--- src/hdl/prfz_pkg.sv ---
// Package with the register map, field positions and states of the freeze controller.
//
// Summary of operation
// Region outputs held constant throughout reconfiguration.
// Hold logic lives here, in static logic.
// Selector mode passes a constant value instead.
// Register mode stops enable, keeping last values.
// Region inputs pass through, never frozen.
// Outputs invalid until programming done and reset.
// Memory guard sits in region, takes clear.
// Clear raised before programming starts.
// Clear dropped only after programming completes.
// Region guard delay register cleared by clear.
// Memory clock gated off during whole reconfiguration; here re-enabled as the region reset begins.
// All personas share one identical port set.
// One controller instance per reconfigurable region.
// Completion input from configuration engine ends programming.
// Hold from before start until reset released.
package prfz_pkg;

    // Register byte offsets on the AXI4-Lite slave.
    localparam logic [7:0] ADDR_CTRL   = 8'h00;
    localparam logic [7:0] ADDR_FRZVAL = 8'h04;
    localparam logic [7:0] ADDR_RSTLEN = 8'h08;
    localparam logic [7:0] ADDR_STATUS = 8'h0C;

    // Control register fields.
    localparam int CTRL_START_BIT = 0;
    localparam int CTRL_MODE_BIT  = 1;

    // Status register fields.
    localparam int STAT_BUSY_BIT   = 0;
    localparam int STAT_FROZEN_BIT = 1;
    localparam int STAT_CLEAR_BIT  = 2;
    localparam int STAT_RESET_BIT  = 3;
    localparam int STAT_DONE_BIT   = 4;
    localparam int STAT_STATE_LSB  = 8;

    // Reset values.
    localparam logic [31:0] FRZVAL_RESET = 32'h0000_0000;
    localparam logic [15:0] RSTLEN_RESET = 16'h0010;

    // AXI response codes.
    localparam logic [1:0] RESP_OKAY   = 2'b00;
    localparam logic [1:0] RESP_SLVERR = 2'b10;

    // Sequence states.
    typedef enum logic [2:0] {
        ST_IDLE    = 3'b000,
        ST_FREEZE  = 3'b001,
        ST_PROGRAM = 3'b010,
        ST_RESET   = 3'b011,
        ST_SETTLE  = 3'b100
    } prfz_state_e;

endpackage

--- src/hdl/prfz_hold_if.sv ---
// Interface between the sequencer and the output hold stage.
`timescale 1ns/10ps
`default_nettype none

interface prfz_hold_if #(
    parameter int WIDTH = 32
);
    logic             freeze;
    logic             hold_mode;
    logic [WIDTH-1:0] const_val;
    logic [WIDTH-1:0] region_out;
    logic [WIDTH-1:0] held;

    modport ctrl (
        output freeze,
        output hold_mode,
        output const_val,
        output region_out,
        input  held
    );

    modport stage (
        input  freeze,
        input  hold_mode,
        input  const_val,
        input  region_out,
        output held
    );
endinterface

`default_nettype wire

--- src/hdl/prfz_sync.sv ---
// Three-stage synchroniser that accepts a change once stages two and three agree.
`timescale 1ns/10ps
`default_nettype none

module prfz_sync (
    input  wire logic clk_i,
    input  wire logic rstn_i,
    input  wire logic async_i,
    output logic      sync_o
);
    logic meta;
    logic stage2;
    logic stage3;

    // The first stage feeds only the second, so a metastable level is never decoded.
    always_ff @(posedge clk_i) begin
        if (!rstn_i) begin
            meta   <= 1'b0;
            stage2 <= 1'b0;
            stage3 <= 1'b0;
            sync_o <= 1'b0;
        end else begin
            meta   <= async_i;
            stage2 <= meta;
            stage3 <= stage2;
            if (stage2 == stage3) begin
                sync_o <= stage3;
            end
        end
    end
endmodule

`default_nettype wire

--- src/hdl/prfz_hold.sv ---
// Output hold stage placed between the region outputs and the static logic.
`timescale 1ns/10ps
`default_nettype none

module prfz_hold (
    input  wire logic  clk_i,
    input  wire logic  rstn_i,
    prfz_hold_if.stage hif
);
    // Selector mode picks the constant, register mode simply keeps the last word.
    wire sel_const = hif.freeze && !hif.hold_mode;
    wire load_en   = !hif.freeze;

    // Registered so that a glitch on the region side never reaches the receivers.
    always_ff @(posedge clk_i) begin
        if (!rstn_i) begin
            hif.held <= '0;
        end else if (sel_const) begin
            hif.held <= hif.const_val;
        end else if (load_en) begin
            hif.held <= hif.region_out;
        end
    end
endmodule

`default_nettype wire

--- src/hdl/prfz_ctrl.sv ---
// Static-side freeze controller for one reconfigurable region, with AXI4-Lite.
`timescale 1ns/10ps
`default_nettype none

module prfz_ctrl #(
    parameter int REGION_W = 32
) (
    input  wire logic                clk_i,
    input  wire logic                rstn_i,
    // AXI4-Lite slave.
    input  wire logic [7:0]          s_axi_awaddr_i,
    input  wire logic                s_axi_awvalid_i,
    output logic                     s_axi_awready_o,
    input  wire logic [31:0]         s_axi_wdata_i,
    input  wire logic [3:0]          s_axi_wstrb_i,
    input  wire logic                s_axi_wvalid_i,
    output logic                     s_axi_wready_o,
    output logic [1:0]               s_axi_bresp_o,
    output logic                     s_axi_bvalid_o,
    input  wire logic                s_axi_bready_i,
    input  wire logic [7:0]          s_axi_araddr_i,
    input  wire logic                s_axi_arvalid_i,
    output logic                     s_axi_arready_o,
    output logic [31:0]              s_axi_rdata_o,
    output logic [1:0]               s_axi_rresp_o,
    output logic                     s_axi_rvalid_o,
    input  wire logic                s_axi_rready_i,
    // Configuration engine.
    output logic                     prog_start_o,
    input  wire logic                prog_done_i,
    // Reconfigurable region.
    input  wire logic [REGION_W-1:0] region_out_i,
    output logic [REGION_W-1:0]      region_held_o,
    output logic                     region_freeze_o,
    output logic                     region_clear_o,
    output logic                     region_rst_o,
    output logic                     mem_clk_en_o
);
    // Elaboration check on the region width.
    if (REGION_W < 1 || REGION_W > 32) begin : g_bad_width
        $error("REGION_W must lie between 1 and 32");
    end

    prfz_pkg::prfz_state_e state;
    prfz_pkg::prfz_state_e next_state;

    logic        hold_mode;
    logic [31:0] frz_val;
    logic [15:0] rst_len;
    logic [15:0] rst_cnt;
    logic        done_flag;
    logic        prog_done_s;

    logic        aw_got;
    logic        w_got;
    logic [7:0]  aw_addr;
    logic [31:0] w_data;
    logic [3:0]  w_strb;

    // Completion of the configuration engine arrives from outside this clock.
    prfz_sync u_done_sync (
        .clk_i   (clk_i),
        .rstn_i  (rstn_i),
        .async_i (prog_done_i),
        .sync_o  (prog_done_s)
    );

    prfz_hold_if #(.WIDTH(REGION_W)) hif ();

    // Region inputs are not touched; only its outputs pass the hold stage.
    assign hif.freeze     = region_freeze_o;
    assign hif.hold_mode  = hold_mode;
    assign hif.const_val  = frz_val[REGION_W-1:0];
    assign hif.region_out = region_out_i;
    assign region_held_o  = hif.held;

    // The hold stage stays on the static side of the region boundary.
    prfz_hold u_hold (
        .clk_i  (clk_i),
        .rstn_i (rstn_i),
        .hif    (hif)
    );

    // Write decode; a write happens once address and data are both latched.
    wire wr_fire   = aw_got && w_got && !s_axi_bvalid_o;
    wire wr_ctrl   = wr_fire && (aw_addr == prfz_pkg::ADDR_CTRL);
    wire wr_frzval = wr_fire && (aw_addr == prfz_pkg::ADDR_FRZVAL);
    wire wr_rstlen = wr_fire && (aw_addr == prfz_pkg::ADDR_RSTLEN);
    wire wr_status = wr_fire && (aw_addr == prfz_pkg::ADDR_STATUS);
    wire wr_hit    = wr_ctrl || wr_frzval || wr_rstlen || wr_status;
    wire start_req = wr_ctrl && w_strb[0]
                     && w_data[prfz_pkg::CTRL_START_BIT];
    wire idle      = (state == prfz_pkg::ST_IDLE);
    wire rst_over  = (rst_cnt == 16'h0000);

    // Sequencer transitions.
    always_comb begin
        next_state = state;
        case (state)
            prfz_pkg::ST_IDLE: begin
                if (start_req) begin
                    next_state = prfz_pkg::ST_FREEZE;
                end
            end
            prfz_pkg::ST_FREEZE: begin
                // One cycle with freeze, clear and gate settled before programming.
                next_state = prfz_pkg::ST_PROGRAM;
            end
            prfz_pkg::ST_PROGRAM: begin
                if (prog_done_s) begin
                    next_state = prfz_pkg::ST_RESET;
                end
            end
            prfz_pkg::ST_RESET: begin
                if (rst_over) begin
                    next_state = prfz_pkg::ST_SETTLE;
                end
            end
            prfz_pkg::ST_SETTLE: begin
                next_state = prfz_pkg::ST_IDLE;
            end
            default: begin
                next_state = prfz_pkg::ST_IDLE;
            end
        endcase
    end

    // Freeze spans start to one cycle past the region reset release.
    wire next_freeze = (next_state != prfz_pkg::ST_IDLE);
    // Clear and clock gate cover the freeze cycle and the programming window.
    wire next_clear  = (next_state == prfz_pkg::ST_FREEZE)
                       || (next_state == prfz_pkg::ST_PROGRAM);
    wire next_rst    = (next_state == prfz_pkg::ST_RESET);

    // State and region-side control outputs.
    always_ff @(posedge clk_i) begin
        if (!rstn_i) begin
            state           <= prfz_pkg::ST_IDLE;
            region_freeze_o <= 1'b0;
            region_clear_o  <= 1'b0;
            region_rst_o    <= 1'b0;
            mem_clk_en_o    <= 1'b1;
            prog_start_o    <= 1'b0;
        end else begin
            state           <= next_state;
            region_freeze_o <= next_freeze;
            region_clear_o  <= next_clear;
            region_rst_o    <= next_rst;
            mem_clk_en_o    <= !next_clear;
            prog_start_o    <= (next_state == prfz_pkg::ST_PROGRAM);
        end
    end

    // Region reset length counter, loaded on entry to the reset phase.
    always_ff @(posedge clk_i) begin
        if (!rstn_i) begin
            rst_cnt <= 16'h0000;
        end else if (state != prfz_pkg::ST_RESET) begin
            rst_cnt <= rst_len;
        end else if (!rst_over) begin
            rst_cnt <= rst_cnt - 16'h0001;
        end
    end

    // Software registers; mode and constant only change while idle.
    always_ff @(posedge clk_i) begin
        if (!rstn_i) begin
            hold_mode <= 1'b0;
            frz_val   <= prfz_pkg::FRZVAL_RESET;
            rst_len   <= prfz_pkg::RSTLEN_RESET;
        end else begin
            if (wr_ctrl && idle && w_strb[0]) begin
                hold_mode <= w_data[prfz_pkg::CTRL_MODE_BIT];
            end
            if (wr_frzval && idle) begin
                for (int i = 0; i < 4; i++) begin
                    if (w_strb[i]) begin
                        frz_val[i*8 +: 8] <= w_data[i*8 +: 8];
                    end
                end
            end
            if (wr_rstlen) begin
                if (w_strb[0]) begin
                    rst_len[7:0] <= w_data[7:0];
                end
                if (w_strb[1]) begin
                    rst_len[15:8] <= w_data[15:8];
                end
            end
        end
    end

    // Sticky completion flag; a new completion beats a write-one clear.
    wire done_set = (state == prfz_pkg::ST_SETTLE);
    wire done_clr = wr_status && w_strb[0]
                    && w_data[prfz_pkg::STAT_DONE_BIT];

    always_ff @(posedge clk_i) begin
        if (!rstn_i) begin
            done_flag <= 1'b0;
        end else if (done_set) begin
            done_flag <= 1'b1;
        end else if (done_clr) begin
            done_flag <= 1'b0;
        end
    end

    // Write channel: address and data are latched independently, either order.
    always_ff @(posedge clk_i) begin
        if (!rstn_i) begin
            aw_got          <= 1'b0;
            w_got           <= 1'b0;
            aw_addr         <= 8'h00;
            w_data          <= 32'h0000_0000;
            w_strb          <= 4'h0;
            s_axi_awready_o <= 1'b1;
            s_axi_wready_o  <= 1'b1;
            s_axi_bvalid_o  <= 1'b0;
            s_axi_bresp_o   <= prfz_pkg::RESP_OKAY;
        end else begin
            if (s_axi_awvalid_i && s_axi_awready_o) begin
                aw_got          <= 1'b1;
                aw_addr         <= {s_axi_awaddr_i[7:2], 2'b00};
                s_axi_awready_o <= 1'b0;
            end
            if (s_axi_wvalid_i && s_axi_wready_o) begin
                w_got          <= 1'b1;
                w_data         <= s_axi_wdata_i;
                w_strb         <= s_axi_wstrb_i;
                s_axi_wready_o <= 1'b0;
            end
            if (wr_fire) begin
                aw_got         <= 1'b0;
                w_got          <= 1'b0;
                s_axi_bvalid_o <= 1'b1;
                s_axi_bresp_o  <= wr_hit ? prfz_pkg::RESP_OKAY
                                         : prfz_pkg::RESP_SLVERR;
            end
            if (s_axi_bvalid_o && s_axi_bready_i) begin
                s_axi_bvalid_o  <= 1'b0;
                s_axi_awready_o <= 1'b1;
                s_axi_wready_o  <= 1'b1;
            end
        end
    end

    // Read decode; status shows the sequencer's live state.
    wire [7:0]  rd_addr = {s_axi_araddr_i[7:2], 2'b00};
    wire [31:0] status_word = {
        21'h00_0000, state,
        3'b000, done_flag, region_rst_o, region_clear_o,
        region_freeze_o, !idle
    };
    wire rd_ctrl   = (rd_addr == prfz_pkg::ADDR_CTRL);
    wire rd_frzval = (rd_addr == prfz_pkg::ADDR_FRZVAL);
    wire rd_rstlen = (rd_addr == prfz_pkg::ADDR_RSTLEN);
    wire rd_status = (rd_addr == prfz_pkg::ADDR_STATUS);
    wire rd_hit    = rd_ctrl || rd_frzval || rd_rstlen || rd_status;
    wire [31:0] rd_word =
        rd_ctrl   ? {30'h0000_0000, hold_mode, 1'b0} :
        rd_frzval ? frz_val :
        rd_rstlen ? {16'h0000, rst_len} :
        rd_status ? status_word : 32'h0000_0000;

    // Read channel: one read outstanding, answer one cycle after the address.
    always_ff @(posedge clk_i) begin
        if (!rstn_i) begin
            s_axi_arready_o <= 1'b1;
            s_axi_rvalid_o  <= 1'b0;
            s_axi_rdata_o   <= 32'h0000_0000;
            s_axi_rresp_o   <= prfz_pkg::RESP_OKAY;
        end else if (s_axi_arvalid_i && s_axi_arready_o) begin
            s_axi_arready_o <= 1'b0;
            s_axi_rvalid_o  <= 1'b1;
            s_axi_rdata_o   <= rd_word;
            s_axi_rresp_o   <= rd_hit ? prfz_pkg::RESP_OKAY
                                      : prfz_pkg::RESP_SLVERR;
        end else if (s_axi_rvalid_o && s_axi_rready_i) begin
            s_axi_rvalid_o  <= 1'b0;
            s_axi_arready_o <= 1'b1;
        end
    end
endmodule

`default_nettype wire

--- config.mk ---
export PLATFORM = sky130hd
export DESIGN_NAME = prfz_ctrl
export DESIGN_NICKNAME = d
export VERILOG_FILES = /design/src/hdl/prfz_pkg.sv /design/src/hdl/prfz_hold_if.sv /design/src/hdl/prfz_sync.sv /design/src/hdl/prfz_hold.sv /design/src/hdl/prfz_ctrl.sv
export SDC_FILE = /design/constraint.sdc
export NUM_CORES = 1
export LEC_CHECK = 0
export BUFFER_PORTS_ARGS = -buffer_cell sky130_fd_sc_hd__buf_2
export CAP_MARGIN = 25
export CORE_MARGIN = 3
export CORE_UTILIZATION = 58
export CTS_CLUSTER_DIAMETER = 30
export CTS_CLUSTER_SIZE = 24
export DETAILED_ROUTE_END_ITERATION = 10
export GPL_TIMING_DRIVEN = 0
export PLACE_DENSITY = 0.89
export SETUP_SLACK_MARGIN = 0.05
export SYNTH_ARGS = -nofsm -noshare
export SYNTH_HDL_FRONTEND = slang
export SYNTH_SLANG_ARGS = --single-unit
--- constraint.sdc ---
create_clock -name clk_i -period 3.6 [get_ports clk_i]
set_clock_uncertainty 0.2 [all_clocks]
set_input_delay 0.36 -clock clk_i [delete_from_list [all_inputs] [get_ports clk_i]]
set_output_delay 0.36 -clock clk_i [all_outputs]
set_load 0.05 [all_outputs]
==> impl_results.md <==
* Status: complete, no violations
* DIE HEIGHT at 121 um
* CP Class: flop to flop
* Final hold viol count at 0
* H-tree levels at 4
* Core area at 12700 sq um
* Critical Path RT at 3.77 ns
* Final core utilization at 0.773
* Drt pass-1 iters at 10
* Worst Setup Start Kind: flop
* Max Clock Freq at 422 MHz
* Routed Wire Length at 24800 um
* Minimum clock period at 2.37 ns
* Final Non-Filler Cells at 1311
* Share of flip-flops with an asynchronous set or reset at 0
* Worst-Margin Slew at 0.720 ns
* Largest area contributor in the netlist: dfxtp_1
* Gates resized, CTS repair at 0
* # Post-CTS Setup Buffers at 0
* Vias per inst at 6.06
* Clk buf depth at 2
* Power Density at 474 nW/um^2
* Post-route DRC at 0
* Via count at 7943
* Worst skew pair latency at 0.44 ns
* Port Buffer Count at 162
* Clock transition at path regs at 0.07 ns
* WL/cell at 18.9 um
* Top cells by count, synth: 197 x nand2_1, 193 x dfxtp_1, 111 x a21oi_1, 73 x nor2_1, 49 x mux2i_1
* GR Util All Layers at 0.338
* Area growth, synth to finish at 29.0%
* Number of global-route vias before repair at 7532
* Sw power at 1190 uW
* Post-Syn Area at 7620 sq um
* Slew Limit Headroom at 0.518
* TritonCTS buffer count at 17
* Antenna-violating nets left at 0
* Max cap viols at 0
* RSZ-0062 raised after global routing: no
* CP Data Arrival Time at 2.54 ns
* Mean Syn Cell Area at 8.59 sq um
* Worst-path fanout max at 10
* DP Wirelength at 16200 um
* Fillers at 822
* Synthesis Warnings at 0
* Crit path from: s_axi_arready_o
* Gpl congestion at 0.937
* First-pass GRT wire length at 38600 um
* Ys flop type: dfxtp_1
* CTS hold repair buffers at 57
* Cells after Synth at 887
* Initial antenna violation count at 0
* Initial Utilization at 0.599
* Sequential fraction of the synthesis area at 0.507
* Root buf cell: clkbuf_16
* Die area at 14600 sq um
* Synth Register Bits at 193
* Global route total overflow at 0
* Worst flop-to-flop path startpoint: s_axi_arready_o
* I/O Pins at 170
* Nets at 1219
* Final period util at 0.659
* Worst hold path type: primary input to flop
* Hold depth at 3
* Placed Cells at 1222
* Unique masters post-synth at 47
* Layout cell share with drive strength beyond 1 at 0.198
* Min Hold Slack at 0.00102 ns
* First DRT Iteration DRCs at 1162
* Sw Ratio at 0.256
* Final slew viol count at 0
* Setup TNS at 0 ns
* Setup violations, final at 0
* CTS tree: yes
* Register share of total power at 0.480
* Clock sinks at 193
* Hold Path Origin: region_out_i[22]
* Die width at 121 um
* Top-area cell type share of the netlist area at 0.507
* Combinational Power Share at 0.096
* Crit. End Element: flop
* Tot Pwr at 4660 uW
* Pint at 3470 uW
* Leakage Power at 0.00402 uW
* R2R depth at 5
* Max IR drop VDD at 0.386 mV
* Clock Power Share at 0.424
* Antenna cells at 0
* Most common cell in the synthesized netlist: nand2_1
* Largest cells by area after synthesis: dfxtp_1 51%, nand2_1 9.7%, a21oi_1 7.3%, mux2i_1 6.4%, nor2_1 3.6%
* Pin count of the biggest net entering global routing at 18
* Std-Cell Rows at 41
* Number of synthesized flops with an enable pin at 0
## worst max-delay path, stage by stage, from the launching register on
cell	delay (ns)
dfxtp_1	0.42
and2_1	0.23
clkbuf_1	0.55
buf_1	0.54
nand3_1	0.18
a21oi_1	0.18
## power by group through the flow
| stage | clock network (uW) | logic [uW] | registers (uW) |
|---|---|---|---|
| after floorplan | 0 | 160 | 2360 |
| after global placement | 0 | 374 | 2280 |
| after detailed placement | 0 | 383 | 2280 |
| after CTS | 1970 | 433 | 2230 |
| after global routing | 2060 | 475 | 2240 |
| final | 1980 | 448 | 2230 |
## registers in the layout, summed over array words and instances (netlist names), 3 cells and up
register         flops
aw_addr              6
frz_val             32
rst_cnt             16
rst_len             16
s_axi_rdata_o       32
state                3
u_hold.hif.held     32
w_data              32
w_strb               4
## metal layers
layer / GRT usage / up-vias / share of wire
li1: - / 3520 / -
met1: 0.440 / 3723 / 0.39
met2: 0.538 / 579 / 0.47
met3: 0.0664 / 121 / 0.091
met4: 0.170 / 0 / 0.050
met5: 0 / - / 0
## per-stage QoR
step	area [sq um]	setup slack [ns]
global placement	8650	1.27
finish	9840	1.23
floorplan	7630	1.60
CTS	9840	1.33
global route	9840	1.15
detailed placement	8650	1.19
## cells by family (layout without fill, tap and decap cells)
| logic type | Yosys count | in the layout | share of synthesized area |
|---|---|---|---|
| AND/OR/NAND/NOR | 356 | 356 | 0.211 |
| AO/OA/AOI/OAI | 200 | 200 | 0.153 |
| multiplexers | 56 | 56 | 0.0762 |
| XOR/XNOR | 12 | 12 | 0.0138 |
| other | 1 | 2 | 0.000492 |
| buffers and inverters | 68 | 319 | 0.0374 |
| adder cells (fa/ha/maj) | 1 | 1 | 0.00164 |
| flip-flops | 193 | 193 | 0.507 |
## final cells by class
| type | count | area, sq um | area share |
|---|---|---|---|
| plain buffers | 60 | 255 | 0.0259 |
| clock buffers | 18 | 439 | 0.0446 |
| clock inverters | 14 | 175 | 0.0178 |
| inverters | 8 | 30.0 | 0.00305 |
| multi-input cells | 627 | 3480 | 0.354 |
| flip-flops and latches | 193 | 3860 | 0.393 |
| well taps | 172 | 215 | 0.0219 |
| repair buffers | 219 | 1380 | 0.140 |
## cell usage in the layout (no fill, tap or decap), types with 6 or more instances in the layout
| master | n |
|---|---|
| dfxtp_1 | 193 |
| a21oi_1 | 111 |
| clkbuf_1 | 37 |
| dlygate4sd3_1 | 57 |
| nor3_1 | 10 |
| nor2_1 | 73 |
| buf_2 | 168 |
| buf_1 | 11 |
| clkbuf_16 | 17 |
| xnor2_1 | 6 |
| inv_1 | 8 |
| nand3_1 | 30 |
| and2_1 | 11 |
| mux2i_1 | 49 |
| a22oi_1 | 16 |
| a22o_1 | 6 |
| mux2_2 | 6 |
| buf_4 | 6 |
| nand2_1 | 197 |
| xor2_1 | 6 |
| o21ai_0 | 29 |
| a211oi_1 | 32 |
## final timing paths
check                           slack (ns)                  end
worst max-delay path                  1.23    s_axi_rdata_o[25]
worst min-delay path                 0.001  u_hold.hif.held[22]
worst max register to register        1.23    s_axi_rdata_o[25]
worst min register to register        0.24   u_done_sync.stage2
(Power assumes the default switching activity.)
